===== src/design/smfp_regs.svh =====
// Register offsets, field positions, reset values and timing counts
`ifndef SMFP_REGS_SVH
`define SMFP_REGS_SVH
`define SMFP_ADDR_W 16
`define SMFP_OFF_CTRLA 16'h0331
`define SMFP_OFF_CTRLB 16'h0332
`define SMFP_OFF_STORM 16'h0333
`define SMFP_OFF_STAT 16'h0337
`define SMFP_RST_CTRLA 8'hF0
`define SMFP_RST_CTRLB 8'h00
`define SMFP_RST_STORM 8'h4A
`define SMFP_A_MCEXCL 6
`define SMFP_A_BPCS 5
`define SMFP_A_FAIR 4
`define SMFP_A_NOXCOL 3
`define SMFP_A_JUMBO 2
`define SMFP_A_NOOVS 1
`define SMFP_A_SHORT 0
`define SMFP_B_NULLVID 3
`define SMFP_STORM_UNIT 64
`define SMFP_XCOL_LIMIT 16
`define SMFP_LEN_OVS 2000
`define SMFP_LEN_TAG 1522
`define SMFP_LEN_UNTAG 1518
`define SMFP_LEN_MIN 64
`define SMFP_LEN_SHORT 32
`define SMFP_JUMBO_MAX 9000
`define SMFP_CLK_MHZ 100
`define SMFP_PER_G_MS 5
`define SMFP_PER_M_MS 50
`define SMFP_PER_T_MS 500
`endif


===== src/design/smfp_pkg.sv =====
// Types shared by the frame policy block
package smfp_pkg;
   // Port speed of the frame source
   typedef enum logic [1:0] {
      SMFP_SPD_10 = 2'h0,
      SMFP_SPD_100 = 2'h1,
      SMFP_SPD_1000 = 2'h3
   } smfp_speed_t;
   // Back pressure method
   typedef enum logic {SMFP_BP_COLLISION = 1'b0, SMFP_BP_CARRIER = 1'b1}
      smfp_bp_t;
endpackage


===== src/design/smfp_frame_policy.sv =====
// Frame admission, storm policing and back pressure policy
`timescale 1ns/1ps
`default_nettype none
`include "smfp_regs.svh"

// Functional notes
// Multicast excluded from storm count when set
// Bit five selects carrier or collision backpressure
// Fair mode may drop non-flow-controlled frames
// Fair off: never drop non-flow-controlled frames
// Drop after sixteen collisions unless disabled
// Software should pair with alternate back-off
// Jumbo accepts up to payload limit, max 9000
// Jumbo overrides oversize check disable
// Oversize disabled accepts up to 2000 bytes
// Standard sizes 1522 tagged, 1518 untagged
// Short pass accepts 32 to 64 bytes
// Otherwise frames under 64 bytes dropped
// Null VID replaced by port default VID
// Storm limit eleven bits split over two bytes
// Budget is storm limit times 64 bytes
// Period 5, 50 or 500 ms by speed
// Storm limit resets to 0x4A, upper zero
// Alternate back-off acts in half duplex only
// Over budget drops storm frames until period end
// Reserved bits store writes, no effect
module smfp_frame_policy #(
   parameter int PERIOD_G_CYC = `SMFP_PER_G_MS * 1000 * `SMFP_CLK_MHZ,
   parameter int PERIOD_M_CYC = `SMFP_PER_M_MS * 1000 * `SMFP_CLK_MHZ,
   parameter int PERIOD_T_CYC = `SMFP_PER_T_MS * 1000 * `SMFP_CLK_MHZ
) (
   // Clock and reset
   input wire logic clock,
   input wire logic arst_n,
   // Register port
   input wire logic [15:0] regAddr,
   input wire logic [7:0] regWrData,
   input wire logic regWrite,
   input wire logic regRead,
   output logic [7:0] regRdData,
   // Port configuration, same clock
   input wire smfp_pkg::smfp_speed_t portSpeed,
   input wire logic halfDuplex,
   input wire logic altBackoff,
   input wire logic [13:0] jumboLimit,
   input wire logic [11:0] portDefVid,
   // Frame check request, one cycle
   input wire logic frmValid,
   input wire logic [13:0] frmLen,
   input wire logic frmTagged,
   input wire logic frmBcast,
   input wire logic frmMcast,
   input wire logic [11:0] frmVid,
   input wire logic frmFlowCtl,
   input wire logic egrCongested,
   input wire logic [4:0] frmCollisions,
   // Verdict, one cycle later
   output logic verdictValid,
   output logic frmAccept,
   output logic [11:0] outVid,
   // Back pressure controls
   output logic bpCarrierMode,
   output logic altBackoffOn
);
   import smfp_pkg::*;

   //////////////////////////////////////////////////////////////////////
   // Registers
   logic [7:0] ctrlA_q, ctrlA_d; // Policy control byte A
   logic [7:0] ctrlB_q, ctrlB_d; // Policy control byte B
   logic [7:0] storm_q, storm_d; // Storm limit low byte
   logic [7:0] rd_q, rd_d; // Read data
   logic stormHit_q, stormHit_d; // Sticky over-budget seen

   // Register write and read decode
   always_comb begin
      ctrlA_d = ctrlA_q;
      ctrlB_d = ctrlB_q;
      storm_d = storm_q;
      rd_d = 8'h00;
      // reserved bits stored
      if (regWrite) begin
         unique case (regAddr)
            `SMFP_OFF_CTRLA: ctrlA_d = regWrData;
            `SMFP_OFF_CTRLB: ctrlB_d = regWrData;
            `SMFP_OFF_STORM: storm_d = regWrData;
            default: ;
         endcase
      end
      if (regRead) begin
         unique case (regAddr)
            `SMFP_OFF_CTRLA: rd_d = ctrlA_q;
            `SMFP_OFF_CTRLB: rd_d = ctrlB_q;
            `SMFP_OFF_STORM: rd_d = storm_q;
            `SMFP_OFF_STAT: rd_d = {7'h00, stormHit_q};
            default: rd_d = 8'h00;
         endcase
      end
   end

   // Register storage
   always_ff @(posedge clock or negedge arst_n) begin
      if (!arst_n) begin
         ctrlA_q <= `SMFP_RST_CTRLA;
         ctrlB_q <= `SMFP_RST_CTRLB;
         // storm reset value
         storm_q <= `SMFP_RST_STORM;
         rd_q <= 8'h00;
      end else begin
         ctrlA_q <= ctrlA_d;
         ctrlB_q <= ctrlB_d;
         storm_q <= storm_d;
         rd_q <= rd_d;
      end
   end

   //////////////////////////////////////////////////////////////////////
   // Storm period and budget
   logic [31:0] perCnt_q, perCnt_d; // Period timer
   logic [19:0] used_q, used_d; // Storm bytes this period
   logic [10:0] stormLimit; // Eleven bit limit
   logic [19:0] budget; // Bytes allowed per period
   logic [31:0] perLen; // Period length in cycles
   logic perEnd; // Period boundary
   logic stormFrm; // Frame counts toward storm
   logic overBudget; // Budget exceeded

   // Period length by speed
   function automatic logic [31:0] period_cycles(input smfp_speed_t s);
      unique case (s)
         SMFP_SPD_1000: period_cycles = 32'(PERIOD_G_CYC);
         SMFP_SPD_100: period_cycles = 32'(PERIOD_M_CYC);
         default: period_cycles = 32'(PERIOD_T_CYC);
      endcase
   endfunction

   always_comb begin
      // limit assembly
      stormLimit = {ctrlB_q[2:0], storm_q};
      // byte budget
      budget = 20'(stormLimit) * 20'(`SMFP_STORM_UNIT);
      // speed dependent period
      perLen = period_cycles(portSpeed);
      perEnd = (perCnt_q >= perLen - 32'h1);
      // multicast exclusion
      stormFrm = frmBcast | (frmMcast & ~ctrlA_q[`SMFP_A_MCEXCL]);
      overBudget = (used_q > budget);
      perCnt_d = perEnd ? 32'h0 : perCnt_q + 32'h1;
      used_d = used_q;
      stormHit_d = stormHit_q;
      // count and reset at boundary
      if (frmValid && stormFrm && !overBudget) begin
         used_d = used_q + 20'(frmLen);
      end
      if (perEnd) begin
         used_d = 20'h0;
      end
      if (frmValid && stormFrm && overBudget) begin
         stormHit_d = 1'b1;
      end
      if (regRead && regAddr == `SMFP_OFF_STAT && !stormHit_d) begin
         stormHit_d = 1'b0;
      end else if (regRead && regAddr == `SMFP_OFF_STAT
                   && !(frmValid && stormFrm && overBudget)) begin
         stormHit_d = 1'b0;
      end
   end

   // Storm state registers
   always_ff @(posedge clock or negedge arst_n) begin
      if (!arst_n) begin
         perCnt_q <= 32'h0;
         used_q <= 20'h0;
         stormHit_q <= 1'b0;
      end else begin
         perCnt_q <= perCnt_d;
         used_q <= used_d;
         stormHit_q <= stormHit_d;
      end
   end

   //////////////////////////////////////////////////////////////////////
   // Frame admission
   logic lenOk; // Length within window
   logic [13:0] maxLen; // Largest allowed length
   logic xcolDrop; // Excessive collision drop
   logic fairDrop; // Fair mode drop
   logic vOut_q, vOut_d; // Verdict strobe
   logic acc_q, acc_d; // Accept verdict
   logic [11:0] vid_q, vid_d; // Output VID
   logic bp_q, bp_d; // Carrier mode flag
   logic alt_q, alt_d; // Alternate back-off active

   always_comb begin
      // jumbo takes precedence
      // jumbo payload limit
      if (ctrlA_q[`SMFP_A_JUMBO]) begin
         maxLen = (jumboLimit > 14'(`SMFP_JUMBO_MAX)) ?
                  14'(`SMFP_JUMBO_MAX) : jumboLimit;
      // relaxed oversize limit
      end else if (ctrlA_q[`SMFP_A_NOOVS]) begin
         maxLen = 14'(`SMFP_LEN_OVS);
      // standard limits
      end else begin
         maxLen = frmTagged ? 14'(`SMFP_LEN_TAG) : 14'(`SMFP_LEN_UNTAG);
      end
      // short frame window
      lenOk = (frmLen <= maxLen) &&
              (ctrlA_q[`SMFP_A_SHORT] ? frmLen >= 14'(`SMFP_LEN_SHORT)
                                      : frmLen >= 14'(`SMFP_LEN_MIN));
      // excessive collisions
      xcolDrop = !ctrlA_q[`SMFP_A_NOXCOL] &&
                 frmCollisions >= 5'(`SMFP_XCOL_LIMIT);
      // fair mode drop
      fairDrop = ctrlA_q[`SMFP_A_FAIR] && !frmFlowCtl && egrCongested;
      vOut_d = frmValid;
      acc_d = frmValid && lenOk && !xcolDrop && !fairDrop &&
              !(stormFrm && overBudget);
      // null VID replacement
      vid_d = (ctrlB_q[`SMFP_B_NULLVID] && frmVid == 12'h000) ?
              portDefVid : frmVid;
      // back pressure style
      bp_d = ctrlA_q[`SMFP_A_BPCS];
      // half duplex only
      alt_d = altBackoff && halfDuplex;
   end

   // Verdict registers
   always_ff @(posedge clock or negedge arst_n) begin
      if (!arst_n) begin
         vOut_q <= 1'b0;
         acc_q <= 1'b0;
         vid_q <= 12'h000;
         bp_q <= 1'b1;
         alt_q <= 1'b0;
      end else begin
         vOut_q <= vOut_d;
         acc_q <= acc_d;
         vid_q <= vid_d;
         bp_q <= bp_d;
         alt_q <= alt_d;
      end
   end

   assign regRdData = rd_q;
   assign verdictValid = vOut_q;
   assign frmAccept = acc_q;
   assign outVid = vid_q;
   assign bpCarrierMode = bp_q;
   assign altBackoffOn = alt_q;
endmodule
`default_nettype wire


===== config.mk =====
export PLATFORM = sky130hd
export DESIGN_NAME = smfp_frame_policy
export DESIGN_NICKNAME = d
export VERILOG_FILES = /design/src/design/smfp_pkg.sv /design/src/design/smfp_frame_policy.sv
export VERILOG_INCLUDE_DIRS = /design/src /design/src/design
export SDC_FILE = /design/constraint.sdc
export NUM_CORES = 1
export LEC_CHECK = 0
export ABC_AREA = 1
export BUFFER_PORTS_ARGS = -buffer_cell sky130_fd_sc_hd__buf_2
export CAP_MARGIN = 30
export CORE_MARGIN = 3
export CORE_UTILIZATION = 25
export DETAILED_ROUTE_END_ITERATION = 12
export PLACE_DENSITY = 0.45
export SYNTH_ARGS = -nofsm -noshare
export SYNTH_HDL_FRONTEND = slang
export SYNTH_SLANG_ARGS = --single-unit

===== constraint.sdc =====
create_clock -name clock -period 1.87 [get_ports clock]
set_input_delay 0.187 -clock clock [delete_from_list [all_inputs] [get_ports clock]]
set_output_delay 0.187 -clock clock [all_outputs]
set_load 0.02 [all_outputs]

==> summary.md, run 1 <==
| Metric | Value |
|---|---|
| Clk slew on worst S/H paths | `0.08 ns` |
| 1st-iter DRT viols | `318` |
| Max stage delay on crit path | `0.43 ns` |
| Post-synthesis adder-cell area fraction | `10.9%` |
| First-pass GRT wire length | `34200 um` |
| Vias per std cell | `4.33` |
| Final period util | `103%` |
| Top post-synthesis cells by area | `dfrtp_1, nand2_1, ha_1, inv_1, nor2_1` |
| Initial Util | `25.6%` |
| Mux cell area share after synthesis | `0%` |
| Area leader, netlist | `dfrtp_1` |
| GRT Residual Overflow | `0` |
| Syn Area/Cell | `7.23 um2` |
| Max Cap Viol | `0` |
| Worst Hold Launch | `halfDuplex` |
| Power Dens Cells | `482 nW/um2` |
| Post-route ant nets | `0` |
| Clock Path Buffers | `2` |
| CP endpoint kind | `flop` |
| Synth Area in XOR/XNOR | `2.68%` |
| Slew Viols, Final | `0` |
| Ys Warns | `0` |
| Ys flop type | `dfrtp_1` |
| RSZ-0062 raised after global routing | `true` |
| Synth Area in Compound Gates | `7.94%` |
| Drt pass-1 iters | `5` |
| Register bit total from synthesis | `101` |
| DRC violations left | `0` |
| Die Width | `176 um` |
| HPWL Detailed | `16400 um` |
| Post-Layout Cell Count | `1615` |
| Drt wl/cell | `13.3 um` |
| Post-synth EDFFs | `0` |
| Largest net degree at the start of global routing | `47` |
| Die area | `30900 um2` |
| Clk root buf | `clkbuf_16` |
| Commonest cells after routing, fill and taps aside | `nand2_1, inv_1, buf_2` |
| Failing checks | `setup timing` |
| CTS Sinks | `101` |
| Delay-heaviest family, CP | `flip-flops` |
| Yosys top cell area share | `32.3%` |
| Startpoint Class | `flop` |
| IO Pins | `119` |
| Final Skew | `0.0155 ns` |
| Total track usage | `13.6%` |
| FF-to-FF Start | `perCnt_q[15]$_DFF_PN0_` |
| Status | `finished, violations left` |
| Vias in the first global route | `6866` |
| Die span in y | `176 um` |
| CTS tree | `yes` |
| Initial antenna violation count | `0` |
| Total CTS buffers | `9` |
| Antenna Cells | `0` |
| Count of cell types in the netlist | `47` |
| Post-Place Setup Slack | `-0.331 ns` |
| Main combinational cell family by area after synthesis | `simple AND/OR/NAND/NOR gates` |
| TNS Setup | `-0.575 ns` |
| Hold Crit Class | `input pin to flop` |
| Core Region | `28100 um2` |
| Fin worst setup slack | `-0.0498 ns` |
| Wirelength, routed | `21400 um` |
| Vias | `6985` |
| Post-synthesis sequential area ratio | `35.2%` |
| I/O Buffers | `114` |
| Simple-gate share of the synthesized area | `32.9%` |
| Leakage power | `5.03 nW` |
| FP Rows | `61` |
| Post-layout min period | `1.92 ns` |
| Worst path cell trace | `ha_4, nand2_4, nor2_4, nand2_2, a21oi_4, nor2_4, buf_6, o21ai_4, buf_12, clkbuf_16, nor2_2` |
| Dpl cells | `1583` |
| Final RePlAce weighted congestion | `0.813` |
| Worst setup path startpoint | `perCnt_q[15]$_DFF_PN0_` |
| Overall power | `4.88 mW` |
| Cell seen most often among critical-path stages | `nor2_4` |
| Crit-path slowest cell | `dfrtp_1` |
| Worst skew pair latency | `0.37 ns` |
| Area growth from synthesis to layout | `40.7%` |
| CP Max Fanout | `5` |
| Hold Vio Cnt, Final | `0` |
| Peak Freq | `521 MHz` |
| Commonest non-fill, non-tap cell in the layout | `nand2_1` |
| Synthesized instance count | `996` |
| Share of synthesized flip-flops with an asynchronous set or reset | `100%` |
| Synth Cell Area | `7200 um2` |
| Critical Path AT | `2.18 ns` |
| Worst EP required | `2.13 ns` |
| # nets final | `1389` |
| H-tree Lvls | `3` |
| Bufs and invs on worst path | `3` |
| Share of layout cells above drive strength 1 | `33.5%` |
| Final setup vio count | `27` |
| VDD IR max | `0.341 mV` |
| Crit Path Class | `flop to flop` |
## metal layers
metal | up-vias | track usage (%) | part of all wire, %
met4 | 0 | 2.94 | 1.3
met5 | - | 0 | 0
met1 | 3226 | 17.5 | 47
li1 | 3630 | - | -
met3 | 18 | 2.25 | 3.6
met2 | 111 | 24.0 | 48
## synthesized netlist by cell type, types with 3 or more instances
cell,n
a21oi_1,37
buf_6,9
dfrtp_1,93
dfstp_2,8
ha_1,61
inv_1,161
nand2_1,256
nand2_2,8
nand3_1,58
nand3b_1,6
nand4_1,22
nor2_1,136
nor2_2,9
nor2_4,4
nor3_1,17
nor3_2,3
nor4_1,7
o21ai_0,17
o21ai_1,11
o21ai_2,10
o21bai_1,8
xnor2_1,9
xor2_1,13
## what timing repair did
item / CTS / global route
buffers inserted: 3 / 7
pin swaps: 31 / 58
resized for setup: 51 / 100
cloned: 1 / 4
hold endpoints to repair: 94 / 0
setup endpoints to repair: 35 / 48
hold buffers: 2 / 0
## layout make-up
type / instances / area (um2)
fillers: 3075 / 18000
multi-input cells: 725 / 4530
flip-flops and latches: 101 / 2540
repair buffers: 233 / 1680
inverters: 162 / 608
well taps: 378 / 473
clock buffers: 9 / 225
clock inverters: 7 / 78.8
## sequential cells by signal (all words and copies together) (netlist names)
register and flops:
outVid 12, storm_q 8, stormHit_q 1, frmAccept 1, altBackoffOn 1, verdictValid 1, perCnt_q 32, used_q 20
regRdData 8, bpCarrierMode 1, ctrlA_q 8, ctrlB_q 8
## tightest hold or removal path, cell delays in order
cell     delay (ns)
buf_2          0.07
nand2_1        0.04
inv_1          0.04
## per-stage QoR
stage	hold WS (ns)	util (%)	area [um2]
after floorplan	-0.109	-	7230
after global placement	0.0638	31.9	8970
after detailed placement	0.0685	31.9	8970
after CTS	0.00754	34.1	9570
after global routing	0.0376	36.1	10100
final	0.0139	36.1	10100
## report_power, final
part / switching, mW / leakage [nW] / total, mW / internal (mW)
Sequential: 0.00701 / 1.33 / 2.21 / 2.21
Combinational: 0.408 / 3.55 / 0.711 / 0.303
Clock: 1.01 / 0.148 / 1.96 / 0.953
Total: 1.42 / 5.03 / 4.88 / 3.46
## kinds of logic (layout without fill, tap and decap cells)
family          Yosys count  in the layout
buf+inv                 176            411
other cells               2              8
xor+xnor                 22             22
compound gates           95             95
simple gates            538            538
fa+ha+maj                62             62
flops                   101            101
## worst paths after layout
check                                               end  slack (ns)  depth (start not counted)
worst max-delay path              perCnt_q[8]$_DFF_PN0_       -0.05                         11
worst min-delay path             altBackoffOn$_DFF_PN0_        0.01                          3
worst max register to register    perCnt_q[8]$_DFF_PN0_       -0.05                         11
worst min register to register  bpCarrierMode$_DFF_PN1_        0.38                          0
max in group asynchronous        ctrlA_q[5]$_DFFE_PN1P_        1.08                          3
min in group asynchronous           outVid[7]$_DFF_PN0_        0.23                          2
Note: power is estimated with default switching activity, not from simulation.
==> run 2, diff against run 1 <==
Clock period 1.87 ns to 1.75 ns, I/O delays scaled along.
==> summary.md, run 2 (synthesis gave the netlist of run 1 again) <==
| Metric | Value |
|---|---|
| Vias per std cell | `4.27 (-1.2%)` |
| Startpoint Class | `flop` |
| H-tree Lvls | `3 (unchanged)` |
| Hold Crit Class | `input pin to flop` |
| Critical Path AT | `2.24 ns (+0.06 ns)` |
| CP Max Fanout | `8 (+3)` |
| Slew Viols, Final | `0 (unchanged)` |
| Antenna Cells | `0 (unchanged)` |
| Post-route ant nets | `0 (unchanged)` |
| FP Rows | `61 (unchanged)` |
| GRT Residual Overflow | `0 (unchanged)` |
| Final core utilization | `36.7% (+0.64 points)` |
| Met1 Use GR | `18.6% (+1.1 points)` |
| Global route hottest layer | `met2` |
| Worst EP required | `2.06 ns (-0.07 ns)` |
| IO Pins | `119 (unchanged)` |
| Clk slew on worst S/H paths | `0.08 ns (about the same)` |
| Worst Reg2Reg Path Length in Cells | `13 (+2)` |
| Fill cells | `3043 (-1.0%)` |
| I/O Buffers | `114 (unchanged)` |
| Core Region | `28100 um2 (unchanged)` |
| Commonest cells after routing, fill and taps aside | `nand2_1, inv_1, buf_2` |
| Final Skew | `0.0106 ns (-0.00493 ns)` |
| Worst setup path startpoint | `ctrlB_q[1]$_DFFE_PN0P_` |
| Total track usage | `14.0% (+0.39 points)` |
| First-pass GRT wire length | `35000 um (+2.3%)` |
| Final setup vio count | `41 (+52%)` |
| Commonest non-fill, non-tap cell in the layout | `nand2_1` |
| Clk root buf | `clkbuf_16` |
| Register name with the most flops | `perCnt_q` |
| CTS Sinks | `101 (unchanged)` |
| Met3 GRT Util | `2.27% (+0.022 points)` |
| Capturing point of the worst reg2reg path | `used_q[16]$_DFFE_PN0P_` |
| Final period util | `110% (+7.7 points)` |
| Max reg flops | `32 (unchanged)` |
| Share of layout cells above drive strength 1 | `34.8% (+1.3 points)` |
| Initial Util | `25.6% (unchanged)` |
| Max Cap Viol | `0 (unchanged)` |
| Drt pass-1 iters | `4 (-1)` |
| 1st-iter DRT viols | `353 (+11%)` |
| Overall power | `5.26 mW (+7.7%)` |
| Final RePlAce weighted congestion | `0.806 (-0.82%)` |
| Failing checks | `setup timing` |
| Peak Freq | `518 MHz (-0.60%)` |
| Power Dens Cells | `510 nW/um2 (+5.8%)` |
| Vias | `6959 (-0.37%)` |
| Vias in the first global route | `6964 (+1.4%)` |
| Leakage power | `5.12 nW (+1.7%)` |
| FF-to-FF Start | `ctrlB_q[1]$_DFFE_PN0P_` |
| VDD IR max | `0.428 mV (+26%)` |
| Total CTS buffers | `9 (unchanged)` |
| Status | `finished, violations left` |
| CP endpoint kind | `flop` |
| Die span in y | `176 um (unchanged)` |
| Clock Path Buffers | `2 (unchanged)` |
| Hold Vio Cnt, Final | `0 (unchanged)` |
| R2R Setup Slk | `-0.18 ns (-0.13 ns)` |
| Worst setup path endpoint | `used_q[16]$_DFFE_PN0P_` |
| Area growth from synthesis to layout | `43.2%` |
| # nets final | `1403 (+1.0%)` |
| DRC violations left | `0 (unchanged)` |
| Drt wl/cell | `13.4 um (+0.62%)` |
| Die area | `30900 um2 (unchanged)` |
| Post-layout min period | `1.93 ns (+0.0115 ns)` |
| HPWL Detailed | `16400 um (+0.35%)` |
| Hold_ws | `0.00224 ns (-0.0117 ns)` |
| Die Width | `176 um (unchanged)` |
| CTS tree | `yes` |
| Crit Path Class | `flop to flop` |
| Wirelength, routed | `21800 um (+1.5%)` |
| Met2 Use GR | `24.1% (+0.11 points)` |
| Fin worst setup slack | `-0.181 ns (-0.132 ns)` |
| Initial antenna violation count | `0 (unchanged)` |
| Largest net degree at the start of global routing | `39 (-17%)` |
| Worst skew pair latency | `0.36 ns (about the same)` |
| RSZ-0062 raised after global routing | `true` |
==> run 2: final cells by class <==
class / count / area, um2 / area share, %
clock inverters: 7 / 91.3 / 0.886
repair buffers: 247 / 1790 / 17.4
clock buffers: 9 / 225 / 2.18
inverters: 162 / 608 / 5.90
well taps: 378 / 473 / 4.59
flip-flops and latches: 101 / 2540 / 24.6
multi-input cells: 725 / 4590 / 44.5
==> run 2: worst min-delay path by stage <==
stage | start | cells after the start | end
after global placement | arst_n | 1 | outVid[3]$_DFF_PN0_
after CTS | halfDuplex | 3 | altBackoffOn$_DFF_PN0_
after global routing | halfDuplex | 3 | altBackoffOn$_DFF_PN0_
after floorplan | arst_n | 0 | altBackoffOn$_DFF_PN0_
final | halfDuplex | 3 | altBackoffOn$_DFF_PN0_
after detailed placement | arst_n | 1 | outVid[3]$_DFF_PN0_
==> run 2: metrics by stage <==
step / setup slack [ns] / cell area [um2] / std cells / setup TNS, ns
after floorplan: -0.0747 / 7250 / 1002 / -0.298
after global placement: -0.324 / 9070 / 1590 / -11.77
after detailed placement: -0.349 / 9070 / 1590 / -11.90
after CTS: -0.192 / 9860 / 1619 / -4.93
after global routing: -0.275 / 10300 / 1629 / -9.32
final: -0.181 / 10300 / 1629 / -5.16
==> run 2: per-layer routing <==
metal,share of wire (%),vias up,wire (um)
li1,-,3651,-
met1,48,3182,10400
met2,47,114,10300
met3,3.7,12,797
met4,0.99,0,215
met5,0,-,0
==> run 2: what timing repair did <==
action                                  in CTS  in global routing
setup buffers                                8                 10
endpoints found under the hold margin       30                  0
pin swaps                                   23                 40
endpoints found under the setup margin      49                 49
hold buffers                                 2                  0
gates cloned                                 3                  3
gates resized for setup                     82                 79
==> run 2: critical path, cell delays in order, from the launching register on <==
cell,delay (ns)
dfrtp_1,0.40
inv_2,0.10
ha_4,0.21
nand2_1,0.08
inv_2,0.05
nand2_1,0.07
nand2_2,0.07
a21oi_4,0.17
nand2_2,0.09
buf_6,0.12
a21oi_4,0.18
buf_8,0.18
nand3_1,0.09
nand2_1,0.06
==> run 2: where the power goes <==
group          internal [mW]  switching [mW]  total (mW)  leakage (nW)
combinational          0.330           0.444       0.773          3.63
clock                   1.03            1.09        2.12         0.152
sequential              2.36         0.00761        2.37          1.33
total                   3.72            1.54        5.26          5.12
==> run 3, diff against run 2 <==
Settings changed: CAP_MARGIN 30 to default, PLACE_DENSITY 0.45 to 0.44.
Clock period 1.75 ns to 2.36 ns, I/O delays scaled along.
==> summary.md, run 3 (synthesis gave the netlist of run 1 again) <==
| Metric | Value |
|---|---|
| Status | `finished, final reports clean` |
| Hold endpoint | `verdictValid$_DFF_PN0_` |
| Drt pass-1 iters | `4 (unchanged)` |
| Commonest non-fill, non-tap cell in the layout | `nand2_1` |
| Largest net degree at the start of global routing | `54 (+38%)` |
| HPWL Detailed | `15700 um (-4.7%)` |
| Clk root buf | `clkbuf_16` |
| Power Dens Cells | `432 nW/um2 (-15%)` |
| Post-DP Area | `8370 um2 (-7.7%)` |
| Setup repair bufs after CTS | `0 (-8)` |
| Worst hold path depth | `1 (-2)` |
| R2R Setup Slk | `0.32 ns (+0.50 ns)` |
| Hold Crit Class | `input pin to flop` |
| Clock Path Buffers | `2 (unchanged)` |
| GRT Residual Overflow | `0 (unchanged)` |
| Area growth from synthesis to layout | `20.6%` |
| Commonest cells after routing, fill and taps aside | `nand2_1, inv_1, nor2_1` |
| Critical Path AT | `2.30 ns (+0.06 ns)` |
| Peak Freq | `491 MHz (-5.3%)` |
| FP Rows | `61 (unchanged)` |
| Max reg flops | `32 (unchanged)` |
| Total track usage | `13.2% (-0.80 points)` |
| CTS Sinks | `101 (unchanged)` |
| Leakage power | `4.47 nW (-13%)` |
| Share of layout cells above drive strength 1 | `18.3% (-16 points)` |
| First-pass GRT wire length | `33000 um (-5.7%)` |
| I/O Buffers | `114 (unchanged)` |
| CTS tree | `yes` |
| Initial Util | `25.6% (unchanged)` |
| Final period util | `86.4% (-24 points)` |
| Fill cells | `3124 (+2.7%)` |
| Initial antenna violation count | `0 (unchanged)` |
| Core Region | `28100 um2 (unchanged)` |
| Final Skew | `0.00816 ns (-0.00242 ns)` |
| Hold_ws | `0.0139 ns (+0.0116 ns)` |
| Post-route ant nets | `0 (unchanged)` |
| Post-route cell area | `8690 um2 (-16%)` |
| Total CTS buffers | `9 (unchanged)` |
| Vias | `6467 (-7.1%)` |
| Slew Viols, Final | `0 (unchanged)` |
| Startpoint Class | `flop` |
| Register name with the most flops | `perCnt_q` |
| Final core utilization | `30.9% (-5.8 points)` |
| Final setup vio count | `0 (-100%)` |
| VDD IR max | `0.318 mV (-26%)` |
| Worst skew pair latency | `0.37 ns (about the same)` |
| Crit Path Class | `flop to flop` |
| CP endpoint kind | `flop` |
| Worst Reg2Reg Path Length in Cells | `14 (+1)` |
| Drt wl/cell | `13.0 um (-2.8%)` |
| TNS Setup | `0 ns (+5.16 ns)` |
| CP Max Fanout | `2 (-6)` |
| H-tree Lvls | `3 (unchanged)` |
| Worst Hold Launch | `frmValid` |
| IO Pins | `119 (unchanged)` |
| Wirelength, routed | `19800 um (-9.1%)` |
| Capturing point of the worst reg2reg path | `frmAccept$_DFF_PN0_` |
| RSZ-0062 raised after global routing | `false` |
| Dpl cells | `1506 (-5.3%)` |
| Final RePlAce weighted congestion | `0.802 (-0.55%)` |
| Max Cap Viol | `0 (unchanged)` |
| Die area | `30900 um2 (unchanged)` |
| Post-layout min period | `2.04 ns (+0.107 ns)` |
| Clk slew on worst S/H paths | `0.08 ns (about the same)` |
| Vias in the first global route | `6546 (-6.0%)` |
| Vias per std cell | `4.25 (-0.60%)` |
| 1st-iter DRT viols | `348 (-1.4%)` |
| FF-to-FF Start | `ctrlA_q[2]$_DFFE_PN0P_` |
| # nets final | `1297 (-7.6%)` |
| Die Width | `176 um (unchanged)` |
| Antenna Cells | `0 (unchanged)` |
| Worst EP required | `2.62 ns (+0.56 ns)` |
| DRC violations left | `0 (unchanged)` |
| Die span in y | `176 um (unchanged)` |
| Post-Layout Cell Count | `1523 (-6.5%)` |
| Hold Vio Cnt, Final | `0 (unchanged)` |
run 3: what timing repair did:
action,4_1_cts,5_1_grt
gates resized for setup,0,2
setup endpoints to repair,0,1
endpoints found under the hold margin,24,0
hold buffers,1,0
run 3: worst max path at each step:
stage | endpoint | slack (ns) | startpoint | depth (start not counted)
global route | frmAccept$_DFF_PN0_ | 0.007 | ctrlA_q[2]$_DFFE_PN0P_ | 14
finish | frmAccept$_DFF_PN0_ | 0.32 | ctrlA_q[2]$_DFFE_PN0P_ | 14
detailed placement | frmAccept$_DFF_PN0_ | -0.08 | jumboLimit[10] | 17
CTS | frmAccept$_DFF_PN0_ | 0.11 | ctrlA_q[2]$_DFFE_PN0P_ | 14
floorplan | frmAccept$_DFF_PN0_ | 0.34 | jumboLimit[10] | 16
global placement | frmAccept$_DFF_PN0_ | -0.09 | jumboLimit[10] | 17
run 3: final cells by class:
| cell class | count | area [um2] | area share, % |
|---|---|---|---|
| Multi-Input combinational cell | 725 | 3950 | 45.5 |
| Timing Repair Buffer | 141 | 816 | 9.39 |
| Sequential cell | 101 | 2540 | 29.2 |
| Clock buffer | 9 | 225 | 2.59 |
| Inverter | 162 | 608 | 7.00 |
| Tap cell | 378 | 473 | 5.45 |
| Clock inverter | 7 | 76.3 | 0.879 |
run 3: stage by stage:
step,power (mW),worst slack [ns]
6_report,3.75,0.321
5_1_grt,3.95,0.00687
4_1_cts,3.83,0.106
3_5_place_dp,2.24,-0.0785
3_3_place_gp,2.24,-0.0894
2_1_floorplan,2.00,0.337
run 3: routing by layer:
layer | up-vias | GRT usage (%) | part of all wire, %
met3 | 19 | 2.51 | 3.8
li1 | 3438 | - | -
met1 | 2911 | 17.3 | 48
met2 | 99 | 22.3 | 47
met5 | - | 0 | 0
met4 | 0 | 3.33 | 1.4
run 3: where the power goes:
group / internal [mW] / switching (mW) / total [mW]
clock network: 0.759 / 0.799 / 1.56
registers: 1.75 / 0.00593 / 1.75
logic: 0.167 / 0.275 / 0.442
total: 2.67 / 1.08 / 3.75
run 3: critical path, cell delays in order, from the launching register on:
cell	delay, ns
dfrtp_1	0.41
nor2_2	0.17
inv_1	0.08
nor2_1	0.13
inv_1	0.07
nand2_1	0.06
inv_1	0.04
ha_1	0.26
nand2_1	0.05
nor2_1	0.13
o21ai_0	0.10
o211ai_1	0.10
nand2_1	0.07
a21boi_1	0.19
nor2_1	0.07
